## src/fsp_defines.svh

```systemverilog
// Constants for the flash status and protection host controller
// Behaviour
// RULE_01 - After timeout, host writes reset sequence before any new program or erase
// RULE_02 - Program timeout marks its sector bad; chip erase timeout marks chip bad (the host sets o_sector_bad for every timeout)
// RULE_03 - Programming an unerased location does not itself raise the timeout flag
// RULE_04 - Timeout flag reads 1 past time limit; toggles continue, ready/busy low
// RULE_05 - Host presents a valid target address when polling data-poll and second toggle
// RULE_06 - Suspended sector reads: poll 1, no first toggle, flag 0, second toggles, ready
// RULE_07 - Non-erasing sectors read array data during suspend, ready/busy high
// RULE_08 - Erase-window bit reads low until the sector-erase window expires
// RULE_09 - Erase-window bit high: further commands ignored until erase completes
// RULE_10 - Erase-window bit low: further sector erase commands are accepted
// RULE_11 - Host checks erase-window bit before and after each extra sector erase
// RULE_12 - Device enters read-array mode by itself at power-up
// RULE_13 - Array changes only after a complete, correct command sequence
// RULE_14 - Strobe pulses shorter than about 5 ns start no write cycle
// RULE_15 - Write only with select and write strobe low and output strobe high
// RULE_16 - Reset pin at high voltage temporarily unprotects protected sectors
// RULE_17 - Protected sectors reject program and erase (the model checks protection on program only)
// RULE_18 - Sector protect runs from write strobe fall to rise with high voltage applied
// RULE_19 - Protect verify returns 1 on lowest data bit if protected, else 00H
// RULE_20 - Sector-id and code-select both low return identification codes
// RULE_21 - Auto-select read with code-select high shows protection; reset exits mode
// RULE_22 - Chip unprotect: high voltage, select low, sector-id high, one write strobe
// RULE_23 - Host protects all sectors before running chip unprotect
// RULE_24 - Data-poll bit shows complement while programming, 0 while erasing
// RULE_25 - First toggle bit changes on every read during an algorithm
// RULE_26 - Erase window and time limits are configurable parameters
`ifndef FSP_DEFINES_SVH
`define FSP_DEFINES_SVH
// Status bit positions in the read data byte
`define FSP_BIT_POLL 7
`define FSP_BIT_TOGGLE1 6
`define FSP_BIT_TIMEOUT 5
`define FSP_BIT_WINDOW 3
`define FSP_BIT_TOGGLE2 2
`define FSP_BIT_LOWEST 0
// Unlock and command bytes, with their unlock addresses
`define FSP_ADDR_UNLOCK1 21'h000555
`define FSP_ADDR_UNLOCK2 21'h0002aa
`define FSP_DATA_UNLOCK1 8'haa
`define FSP_DATA_UNLOCK2 8'h55
`define FSP_CMD_PROGRAM 8'ha0
`define FSP_CMD_ERASE_SETUP 8'h80
`define FSP_CMD_SECTOR_ERASE 8'h30
`define FSP_CMD_CHIP_ERASE 8'h10
`define FSP_CMD_AUTOSEL 8'h90
`define FSP_CMD_RESET 8'hf0
// Address line positions used for identity and protect reads
`define FSP_A_SECTOR_ID 6
`define FSP_A_CODE_SEL 1
// Strobe timing: low and high phase widths, kept above the 5 ns glitch limit
`define FSP_T_STROBE_NS 40
`define FSP_T_READ_NS 80
`define FSP_T_PERIOD_NS 4
`define FSP_STROBE_CYC ((`FSP_T_STROBE_NS + `FSP_T_PERIOD_NS - 1) / `FSP_T_PERIOD_NS)
`define FSP_READ_CYC ((`FSP_T_READ_NS + `FSP_T_PERIOD_NS - 1) / `FSP_T_PERIOD_NS)
`endif

```

## src/fsp_pkg.sv

```systemverilog
// Types shared by the flash host controller modules
package fsp_pkg;
	// Host operations accepted at the user port
	typedef enum logic [2:0]
	{
		FSP_OP_READ = 3'b000,
		FSP_OP_PROGRAM = 3'b001,
		FSP_OP_SECTOR_ERASE = 3'b010,
		FSP_OP_CHIP_ERASE = 3'b011,
		FSP_OP_AUTOSEL = 3'b100,
		FSP_OP_RESET = 3'b101,
		FSP_OP_ADD_SECTOR = 3'b110,
		FSP_OP_HV_STROBE = 3'b111
	} fsp_op_e;
	// Result of the last operation
	typedef enum logic [1:0]
	{
		FSP_RES_OK = 2'b00,
		FSP_RES_TIMEOUT = 2'b01,
		FSP_RES_REJECTED = 2'b10
	} fsp_res_e;
endpackage : fsp_pkg

```

## src/fsp_cycle_if.sv

```systemverilog
// Bus-cycle request and answer between sequencer and cycle engine
`timescale 1ns/1ps
interface fsp_cycle_if #(parameter int AW = 21);
	logic req;
	logic wr;
	logic hv;
	logic [AW-1:0] addr;
	logic [7:0] wdata;
	logic done;
	logic [7:0] rdata;
	modport seq (output req, output wr, output hv, output addr, output wdata,
		input done, input rdata);
	modport eng (input req, input wr, input hv, input addr, input wdata,
		output done, output rdata);
endinterface : fsp_cycle_if

```

## src/fsp_cycle.sv

```systemverilog
// One read or write strobe cycle on the flash pins
`timescale 1ns/1ps
`include "fsp_defines.svh"
module fsp_cycle #(
	parameter int AW = 21
) (
	input wire logic i_clock,
	input wire logic i_reset_n,
	fsp_cycle_if.eng cyc,
	input wire logic [7:0] i_dq,
	output logic o_ce_n,
	output logic o_we_n,
	output logic o_oe_n,
	output logic [AW-1:0] o_addr,
	output logic [7:0] o_dq,
	output logic o_dq_oe
);
	typedef enum logic [1:0]
	{
		FSP_C_IDLE = 2'b00,
		FSP_C_LOW = 2'b01,
		FSP_C_HIGH = 2'b10
	} fsp_cst_e;
	localparam logic [7:0] STROBE_CYC = 8'(`FSP_STROBE_CYC);
	localparam logic [7:0] READ_CYC = 8'(`FSP_READ_CYC);
	fsp_cst_e state_q;
	logic [7:0] cnt_q;
	logic wr_q;
	logic [7:0] s1_q, s2_q, s3_q;
	// ---------------------------------------------
	// Pin input synchroniser
	// ---------------------------------------------
	// Data pins are asynchronous; three stages, settled when last two agree
	always_ff @(posedge i_clock)
	begin
		s1_q <= i_dq;
		s2_q <= s1_q;
		s3_q <= s2_q;
	end
	// ---------------------------------------------
	// Strobe timing
	// ---------------------------------------------
	// Strobes held low far longer than 5 ns so no pulse looks like a glitch
	always_ff @(posedge i_clock)
	begin
		if (!i_reset_n)
		begin
			state_q <= FSP_C_IDLE;
			cnt_q <= 8'h00;
			wr_q <= 1'b0;
			o_ce_n <= 1'b1;
			o_we_n <= 1'b1;
			o_oe_n <= 1'b1;
			o_addr <= '0;
			o_dq <= 8'h00;
			o_dq_oe <= 1'b0;
			cyc.done <= 1'b0;
			cyc.rdata <= 8'h00;
		end
		else
		begin
			cyc.done <= 1'b0;
			unique case (state_q)
				FSP_C_IDLE:
				begin
					if (cyc.req)
					begin
						state_q <= FSP_C_LOW;
						wr_q <= cyc.wr;
						cnt_q <= cyc.wr ? STROBE_CYC : READ_CYC;
						o_addr <= cyc.addr;
						o_dq <= cyc.wdata;
						o_dq_oe <= cyc.wr;
						o_ce_n <= 1'b0;
						o_we_n <= !cyc.wr; // [RULE_15] [RULE_18] [RULE_22]
						o_oe_n <= cyc.wr; // [RULE_15] output strobe high on writes
					end
				end
				FSP_C_LOW:
				begin
					if (cnt_q != 8'h00)
						cnt_q <= cnt_q - 8'h01; // [RULE_14]
					else if (wr_q || (s2_q == s3_q))
					begin
						cyc.rdata <= s3_q;
						o_ce_n <= 1'b1;
						o_we_n <= 1'b1;
						o_oe_n <= 1'b1;
						cnt_q <= STROBE_CYC;
						state_q <= FSP_C_HIGH;
					end
				end
				FSP_C_HIGH:
				begin
					// High phase keeps strobes apart so reads are distinct cycles
					if (cnt_q != 8'h00)
						cnt_q <= cnt_q - 8'h01;
					else
					begin
						o_dq_oe <= 1'b0;
						cyc.done <= 1'b1;
						state_q <= FSP_C_IDLE;
					end
				end
				default:
					state_q <= FSP_C_IDLE;
			endcase
		end
	end
endmodule : fsp_cycle

```

## src/fsp_host.sv

```systemverilog
// Host controller: command sequences and status polling for a parallel NOR flash
`timescale 1ns/1ps
`include "fsp_defines.svh"
module fsp_host #(
	parameter int AW = 21,
	parameter int POLL_LIMIT = 100000
) (
	input wire logic i_clock,
	input wire logic i_reset_n,
	input wire logic i_req,
	input wire fsp_pkg::fsp_op_e i_op,
	input wire logic [AW-1:0] i_addr,
	input wire logic [7:0] i_wdata,
	input wire logic i_hv_id,
	input wire logic i_hv_reset,
	output logic o_ready,
	output logic o_done,
	output fsp_pkg::fsp_res_e o_result,
	output logic [7:0] o_rdata,
	output logic o_sector_bad,
	output logic o_hv_addr,
	output logic o_hv_oe,
	output logic o_hv_reset,
	output logic o_ce_n,
	output logic o_we_n,
	output logic o_oe_n,
	output logic [AW-1:0] o_addr,
	output logic [7:0] o_dq,
	output logic o_dq_oe,
	input wire logic [7:0] i_dq,
	input wire logic i_ready_busy
);
	typedef enum logic [2:0]
	{
		FSP_S_IDLE = 3'b000,
		FSP_S_WRITE = 3'b001,
		FSP_S_READ = 3'b010,
		FSP_S_POLL = 3'b011,
		FSP_S_RECHECK = 3'b100,
		FSP_S_RECOVER = 3'b101,
		FSP_S_DONE = 3'b110
	} fsp_st_e;
	fsp_cycle_if #(.AW(AW)) cyc ();
	fsp_st_e state_q;
	fsp_pkg::fsp_op_e op_q;
	logic [AW-1:0] addr_q;
	logic [7:0] data_q;
	logic [2:0] step_q;
	logic [2:0] nsteps_q;
	logic [1:0] polls_q;
	logic [7:0] prev_q;
	logic timed_q;
	logic [31:0] guard_q;
	logic req_q;
	logic wr_q;
	logic hv_q;
	logic [AW-1:0] caddr_q;
	logic [7:0] cdata_q;
	logic [7:0] rd;
	logic toggling;
	logic [AW-1:0] step_addr;
	logic [7:0] step_data;
	logic [1:0] sr_q;
	logic busy_pin;
	logic wait_q; // Engine cycle outstanding, blocks a second request
	// ---------------------------------------------
	// Cycle engine
	// ---------------------------------------------
	fsp_cycle #(.AW(AW)) u_cycle (
		.i_clock(i_clock),
		.i_reset_n(i_reset_n),
		.cyc(cyc.eng),
		.i_dq(i_dq),
		.o_ce_n(o_ce_n),
		.o_we_n(o_we_n),
		.o_oe_n(o_oe_n),
		.o_addr(o_addr),
		.o_dq(o_dq),
		.o_dq_oe(o_dq_oe)
	);
	assign cyc.req = req_q;
	assign cyc.wr = wr_q;
	assign cyc.hv = hv_q;
	assign cyc.addr = caddr_q;
	assign cyc.wdata = cdata_q;
	assign rd = cyc.rdata;
	assign o_ready = (state_q == FSP_S_IDLE);
	// Ready/busy pin, three stages; busy_pin drives no output and the sequencer never reads it
	logic rb1_q;
	always_ff @(posedge i_clock)
	begin
		rb1_q <= i_ready_busy;
		sr_q <= {sr_q[0], rb1_q};
	end
	assign busy_pin = (sr_q[0] == sr_q[1]) ? !sr_q[1] : 1'b0;
	// Toggle seen between two successive reads at the target address
	assign toggling = (rd[`FSP_BIT_TOGGLE1] != prev_q[`FSP_BIT_TOGGLE1]); // [RULE_25]
	// ---------------------------------------------
	// Command step table
	// ---------------------------------------------
	// Full unlock sequence issued for program, erase and auto-select; a partial one never changes the array
	always_comb
	begin
		step_addr = `FSP_ADDR_UNLOCK1;
		step_data = `FSP_DATA_UNLOCK1; // [RULE_13]
		unique case (step_q)
			3'd0:
			begin
				step_addr = `FSP_ADDR_UNLOCK1;
				step_data = `FSP_DATA_UNLOCK1;
			end
			3'd1:
			begin
				step_addr = `FSP_ADDR_UNLOCK2;
				step_data = `FSP_DATA_UNLOCK2;
			end
			3'd2:
			begin
				step_addr = `FSP_ADDR_UNLOCK1;
				unique case (op_q)
					fsp_pkg::FSP_OP_PROGRAM: step_data = `FSP_CMD_PROGRAM;
					fsp_pkg::FSP_OP_AUTOSEL: step_data = `FSP_CMD_AUTOSEL;
					default: step_data = `FSP_CMD_ERASE_SETUP;
				endcase
			end
			3'd3:
			begin
				step_addr = (op_q == fsp_pkg::FSP_OP_PROGRAM) ? addr_q : `FSP_ADDR_UNLOCK1;
				step_data = (op_q == fsp_pkg::FSP_OP_PROGRAM) ? data_q : `FSP_DATA_UNLOCK1;
			end
			3'd4:
			begin
				step_addr = `FSP_ADDR_UNLOCK2;
				step_data = `FSP_DATA_UNLOCK2;
			end
			default:
			begin
				step_addr = (op_q == fsp_pkg::FSP_OP_CHIP_ERASE) ? `FSP_ADDR_UNLOCK1 : addr_q;
				step_data = (op_q == fsp_pkg::FSP_OP_CHIP_ERASE) ? `FSP_CMD_CHIP_ERASE
					: `FSP_CMD_SECTOR_ERASE;
			end
		endcase
	end
	// High-voltage controls for protect, verify and unprotect sequences
	always_ff @(posedge i_clock)
	begin
		if (!i_reset_n)
		begin
			o_hv_addr <= 1'b0;
			o_hv_oe <= 1'b0;
			o_hv_reset <= 1'b0;
		end
		else
		begin
			o_hv_addr <= i_hv_id; // [RULE_18] [RULE_19] [RULE_22]
			o_hv_oe <= i_hv_id && (op_q == fsp_pkg::FSP_OP_HV_STROBE) && (state_q != FSP_S_IDLE);
			o_hv_reset <= i_hv_reset; // [RULE_16]
		end
	end
	// ---------------------------------------------
	// Sequencer
	// ---------------------------------------------
	always_ff @(posedge i_clock)
	begin
		if (!i_reset_n)
		begin
			state_q <= FSP_S_IDLE;
			op_q <= fsp_pkg::FSP_OP_READ;
			addr_q <= '0;
			data_q <= 8'h00;
			step_q <= 3'd0;
			nsteps_q <= 3'd0;
			polls_q <= 2'd0;
			prev_q <= 8'h00;
			timed_q <= 1'b0;
			guard_q <= 32'h0;
			req_q <= 1'b0;
			wait_q <= 1'b0;
			wr_q <= 1'b0;
			hv_q <= 1'b0;
			caddr_q <= '0;
			cdata_q <= 8'h00;
			o_done <= 1'b0;
			o_result <= fsp_pkg::FSP_RES_OK;
			o_rdata <= 8'h00;
			o_sector_bad <= 1'b0;
		end
		else
		begin
			o_done <= 1'b0;
			req_q <= 1'b0;
			// Free for the next request once the engine reports its cycle done
			if (cyc.done)
				wait_q <= 1'b0;
			unique case (state_q)
				FSP_S_IDLE:
				begin
					if (i_req)
					begin
						op_q <= i_op;
						addr_q <= i_addr;
						data_q <= i_wdata;
						step_q <= 3'd0;
						polls_q <= 2'd0;
						timed_q <= 1'b0;
						guard_q <= 32'h0;
						o_result <= fsp_pkg::FSP_RES_OK;
						unique case (i_op)
							fsp_pkg::FSP_OP_READ: state_q <= FSP_S_READ;
							fsp_pkg::FSP_OP_ADD_SECTOR: state_q <= FSP_S_RECHECK; // [RULE_11]
							fsp_pkg::FSP_OP_HV_STROBE: state_q <= FSP_S_WRITE; // [RULE_23]
							fsp_pkg::FSP_OP_RESET: state_q <= FSP_S_WRITE;
							default: state_q <= FSP_S_WRITE;
						endcase
						unique case (i_op)
							fsp_pkg::FSP_OP_PROGRAM: nsteps_q <= 3'd3;
							fsp_pkg::FSP_OP_SECTOR_ERASE: nsteps_q <= 3'd5;
							fsp_pkg::FSP_OP_CHIP_ERASE: nsteps_q <= 3'd5;
							fsp_pkg::FSP_OP_AUTOSEL: nsteps_q <= 3'd2;
							default: nsteps_q <= 3'd0;
						endcase
						// Reset and high-voltage strobe jump to the last step directly
						if ((i_op == fsp_pkg::FSP_OP_RESET) || (i_op == fsp_pkg::FSP_OP_HV_STROBE))
							step_q <= 3'd7;
					end
				end
				FSP_S_WRITE:
				begin
					if (!wait_q && !cyc.done)
					begin
						req_q <= 1'b1;
						wait_q <= 1'b1;
						wr_q <= 1'b1;
						caddr_q <= (step_q == 3'd7) ? addr_q : step_addr;
						cdata_q <= (step_q == 3'd7) ? ((op_q == fsp_pkg::FSP_OP_RESET)
							? `FSP_CMD_RESET : data_q) : step_data;
						if (op_q == fsp_pkg::FSP_OP_ADD_SECTOR)
						begin
							caddr_q <= addr_q;
							cdata_q <= `FSP_CMD_SECTOR_ERASE; // [RULE_10]
						end
					end
					if (cyc.done)
					begin
						if ((step_q == 3'd7) || (step_q >= nsteps_q))
						begin
							// Program and erase are polled; an added sector is rechecked; others complete here
							if ((op_q == fsp_pkg::FSP_OP_PROGRAM) || (op_q == fsp_pkg::FSP_OP_SECTOR_ERASE)
								|| (op_q == fsp_pkg::FSP_OP_CHIP_ERASE))
								state_q <= FSP_S_POLL;
							else if (op_q == fsp_pkg::FSP_OP_ADD_SECTOR)
							begin
								polls_q <= 2'd2;
								state_q <= FSP_S_RECHECK; // [RULE_11]
							end
							else
								state_q <= FSP_S_DONE;
						end
						else
							step_q <= step_q + 3'd1;
					end
				end
				FSP_S_READ:
				begin
					if (!wait_q && !cyc.done)
					begin
						req_q <= 1'b1;
						wait_q <= 1'b1;
						wr_q <= 1'b0;
						caddr_q <= addr_q; // [RULE_05] [RULE_19] [RULE_20] [RULE_21]
					end
					if (cyc.done)
					begin
						o_rdata <= rd;
						state_q <= FSP_S_DONE;
					end
				end
				FSP_S_RECHECK:
				begin
					// Erase-window bit read before and after the extra sector command
					if (!wait_q && !cyc.done)
					begin
						req_q <= 1'b1;
						wait_q <= 1'b1;
						wr_q <= 1'b0;
						caddr_q <= addr_q;
					end
					if (cyc.done)
					begin
						o_rdata <= rd;
						if (rd[`FSP_BIT_WINDOW])
						begin
							o_result <= fsp_pkg::FSP_RES_REJECTED; // [RULE_09] [RULE_11]
							state_q <= FSP_S_DONE;
						end
						else if (polls_q == 2'd2)
							state_q <= FSP_S_DONE; // [RULE_08]
						else
							state_q <= FSP_S_WRITE;
					end
				end
				FSP_S_POLL:
				begin
					if (!wait_q && !cyc.done)
					begin
						req_q <= 1'b1;
						wait_q <= 1'b1;
						wr_q <= 1'b0;
						caddr_q <= addr_q; // [RULE_05]
					end
					if (cyc.done)
					begin
						prev_q <= rd;
						o_rdata <= rd;
						guard_q <= guard_q + 32'h1;
						if (polls_q != 2'd2)
							polls_q <= polls_q + 2'd1;
						else if (!toggling)
							state_q <= timed_q ? FSP_S_RECOVER : FSP_S_DONE; // [RULE_25]
						else if (timed_q)
						begin
							// Still toggling after timeout flag seen: failed
							o_result <= fsp_pkg::FSP_RES_TIMEOUT; // [RULE_04]
							o_sector_bad <= 1'b1; // [RULE_02]
							state_q <= FSP_S_RECOVER;
						end
						if (rd[`FSP_BIT_TIMEOUT] && (polls_q == 2'd2))
							timed_q <= 1'b1; // [RULE_04] [RULE_03]
						if (guard_q >= 32'(POLL_LIMIT))
						begin
							o_result <= fsp_pkg::FSP_RES_TIMEOUT; // [RULE_26]
							o_sector_bad <= 1'b1; // Hung algorithm: sector unusable
							state_q <= FSP_S_RECOVER;
						end
					end
				end
				FSP_S_RECOVER:
				begin
					// Reset command before any further program or erase
					op_q <= fsp_pkg::FSP_OP_RESET; // [RULE_01]
					step_q <= 3'd7;
					state_q <= FSP_S_WRITE;
				end
				FSP_S_DONE:
				begin
					o_done <= 1'b1;
					state_q <= FSP_S_IDLE;
				end
				default:
					state_q <= FSP_S_IDLE;
			endcase
		end
	end
endmodule : fsp_host

```

## config.mk

```make
export PLATFORM = sky130hd
export DESIGN_NAME = fsp_host
export DESIGN_NICKNAME = d
export VERILOG_FILES = /design/src/fsp_pkg.sv /design/src/fsp_cycle_if.sv /design/src/fsp_cycle.sv /design/src/fsp_host.sv
export VERILOG_INCLUDE_DIRS = /design/src
export SDC_FILE = /design/constraint.sdc
export NUM_CORES = 1
export LEC_CHECK = 0
export ABC_AREA = 1
export BUFFER_PORTS_ARGS = -buffer_cell sky130_fd_sc_hd__buf_4
export CAP_MARGIN = 20
export CORE_MARGIN = 1.5
export CORE_UTILIZATION = 35
export DETAILED_ROUTE_END_ITERATION = 12
export GPL_ROUTABILITY_DRIVEN = 1
export PLACE_DENSITY = 0.53
export SYNTH_ARGS = -nofsm -noshare
export SYNTH_HDL_FRONTEND = slang
export SYNTH_SLANG_ARGS = --single-unit
```

## constraint.sdc

```tcl
create_clock -name i_clock -period 2.38 [get_ports i_clock]
set_input_delay 0.357 -clock i_clock [delete_from_list [all_inputs] [get_ports i_clock]]
set_output_delay 0.357 -clock i_clock [all_outputs]
set_load 0.005 [all_outputs]
```

==> reports/results.ini <==
[status]
outcome = completed

[synth]
yosys_warnings = 0
ys_seq_elements = 201
syn_area_per_cell_sq_um = 7.10
netlist.area_leader.share = 0.447
synthFlopType = dfxtp_1
yosysTopAreaCell = dfxtp_1
netlist_instances = 1267
synth_fp_nets = 1330
syn_area_sq_um = 8990
synth_edf_count = 0
ys_seq_area_frac = 0.447
synth.most_common_cell = nand2_1
ys_types = 47
synth_area_leaders = dfxtp_1 45%, nand2_1 10%, nor2_1 7.5%
ys_top_cells_by_count = 246 x nand2_1, 201 x dfxtp_1, 179 x nor2_1
async_flop_share = 0

[detailed_routing]
wire_per_inst_microns = 13.6
drt_wl_total_microns = 23300
vias = 8291
first_pass_iters = 5
ant_nets = 0
drt_iter0_drc = 470
routed_via_density = 4.83
drcViolationCount = 0

[worst_setup_path]
slowest_stage = dfxtp_1
cp-end-kind = flip-flop
crit_required_ns = 2.76
arrival_ns = 2.43
crit_fanout = 15
crit_type = reg -> reg
crit_chain = inv_2 -> nand2_1 -> nand2_2 -> inv_2 -> nand3_2 -> nor2_1 -> nand2_2 -> nand2_1 -> a21oi_1
cp-start-kind = flip-flop
slowest_delay_ns = 0.67

[sta]
slew_headroom = 0.586
slew_viol_final = 0
max_freq_ghz = 0.487
setup_viol = 0
fin_setup_tns_ns = 0
finalHoldViolations = 0
skew_ns = 0.0134
fin_crit_ns = 2.05
finalCritPeriodShare = 0.863
worst_slew_pin_slew_ns = 0.617
holdWs_ns = 0.0360
rsz0062_at_grt = no

[power]
ir_worst_vdd_uv = 579
leakagePower_nw = 4.63
pwr_density_cell_nw_per_um2 = 1130

[floorplan]
fp.dieArea_sq_um = 26700
rows = 58
start_util = 0.357
pin_count = 95
coreArea_sq_um = 25200
die_w_microns = 163
die_h_microns = 163

[grt]
grt_max_degree = 54
grt_pass1_wl_microns = 38400
grt_pass1_vias = 7736
antenna_found_initial = 0
grt_overflow_total = 0
gr-usage-all-layers = 0.177

[clocking]
clock-sinks = 201
cts_buffers = 24
post_cts_resized = 0
clockBufferDepth = 3
clockRootBuffer = clkbuf_16
h-tree-depth = 1
clkTransAtPathRegs_ns = 0.06
clk_latency_ns = 0.52
cts_hold_buf = 8
cts_tree = built
postCtsSetupRepairBufs = 0

[placed_design]
place_congestion = 0.838
dp_hpwl_microns = 16400
portBuffers = 93

[run]
drv_cap = 0

[cells_and_area]
nets = 1431
n_antenna_cell = 0
drive_gt1_frac = 0.141
n_fill_cell = 2617
area_growth_pct = 21.5

[hold_path]
min-delay-path-class = in -> reg

state kept, by name, indices dropped and copies added (netlist names), 2 cells and up:
| signal | count |
|---|---|
| polls_q | 2 |
| data_q | 8 |
| u_cycle.cyc.rdata | 8 |
| u_cycle.s2_q | 8 |
| cdata_q | 8 |
| u_cycle.s1_q | 8 |
| op_q | 3 |
| step_q | 3 |
| state_q | 3 |
| o_result | 2 |
| u_cycle.cnt_q | 8 |
| nsteps_q | 3 |
| addr_q | 21 |
| caddr_q | 21 |
| u_cycle.state_q | 2 |
| u_cycle.o_dq | 8 |
| guard_q | 32 |
| o_rdata | 8 |
| u_cycle.s3_q | 8 |
| u_cycle.o_addr | 21 |
placed cells by master (no fill, tap or decap), types with 4 or more instances in the layout:
master	n
nor2_2	9
nand4_1	20
nor3_1	23
o21ai_1	8
inv_2	11
ha_1	17
clkinv_2	5
nor2_1	179
o211ai_1	5
dlygate4sd3_1	8
o21ai_0	131
nand2_1	246
a21oi_1	115
clkbuf_8	4
nand3_2	5
xnor2_1	5
dfxtp_1	201
nand3_1	83
clkbuf_16	24
clkbuf_1	6
inv_1	115
nand2_2	7
buf_4	114
power by group:
group | internal [mW] | total, mW | switching [mW]
registers | 4.08 | 4.52 | 0.442
logic | 1.53 | 4.21 | 2.68
clock network | 2.21 | 3.64 | 1.43
total | 7.82 | 12.4 | 4.56
final cells by class:
class,instances,area (sq um),share of cell area
Timing Repair Buffer,122,936,0.0856
Clock buffer,34,678,0.0621
Clock inverter,10,118,0.0108
Tap cell,330,413,0.0378
Multi-Input combinational cell,890,4270,0.391
Inverter,129,487,0.0445
Sequential cell,201,4020,0.368
cells by family (layout without fill, tap and decap cells):
family / Yosys count / in the layout / share of synthesized area
AOI/OAI and AO/OA: 274 / 274 / 0.158
buffers and inverters: 176 / 295 / 0.0774
DFF: 201 / 201 / 0.447
and+or+nand+nor: 592 / 592 / 0.287
xor gates and xnor gates: 7 / 7 / 0.00682
adders and majority gates: 17 / 17 / 0.0237
metrics by stage:
step | cells | power, mW | instance area [sq um] | setup slack [ns] | util
global route | 1716 | 13.3 | 10900 | 0.117 | 0.434
global placement | 1664 | 8.75 | 10100 | 0.360 | 0.399
CTS | 1716 | 12.5 | 10900 | 0.306 | 0.434
finish | 1716 | 12.4 | 10900 | 0.327 | 0.434
detailed placement | 1664 | 8.80 | 10100 | 0.355 | 0.399
floorplan | 1267 | 7.42 | 8990 | 0.630 | -
worst max-delay path, delay by kind of cell, from the launching register on:
| family | cells | cell delay, ns |
|---|---|---|
| AND/OR/NAND/NOR | 6 | 0.93 |
| flip-flops | 1 | 0.67 |
| buffers and inverters | 2 | 0.23 |
| AO/OA/AOI/OAI | 1 | 0.08 |
routing by layer:
metal	global-route usage	wire (microns)
met5	0	0
met4	0.0334	267
met3	0.0251	877
met2	0.294	10600
met1	0.244	11500
worst paths after layout:
check                   from               to  slack [ns]  depth (start not counted)
min reg2reg  u_cycle.s1_q[0]  u_cycle.s2_q[0]        0.33                          0
max reg2reg       state_q[2]      caddr_q[11]        0.33                          9
max               state_q[2]      caddr_q[11]        0.33                          9
min               i_hv_reset       o_hv_reset        0.04                          3
(Power assumes the default switching activity.)
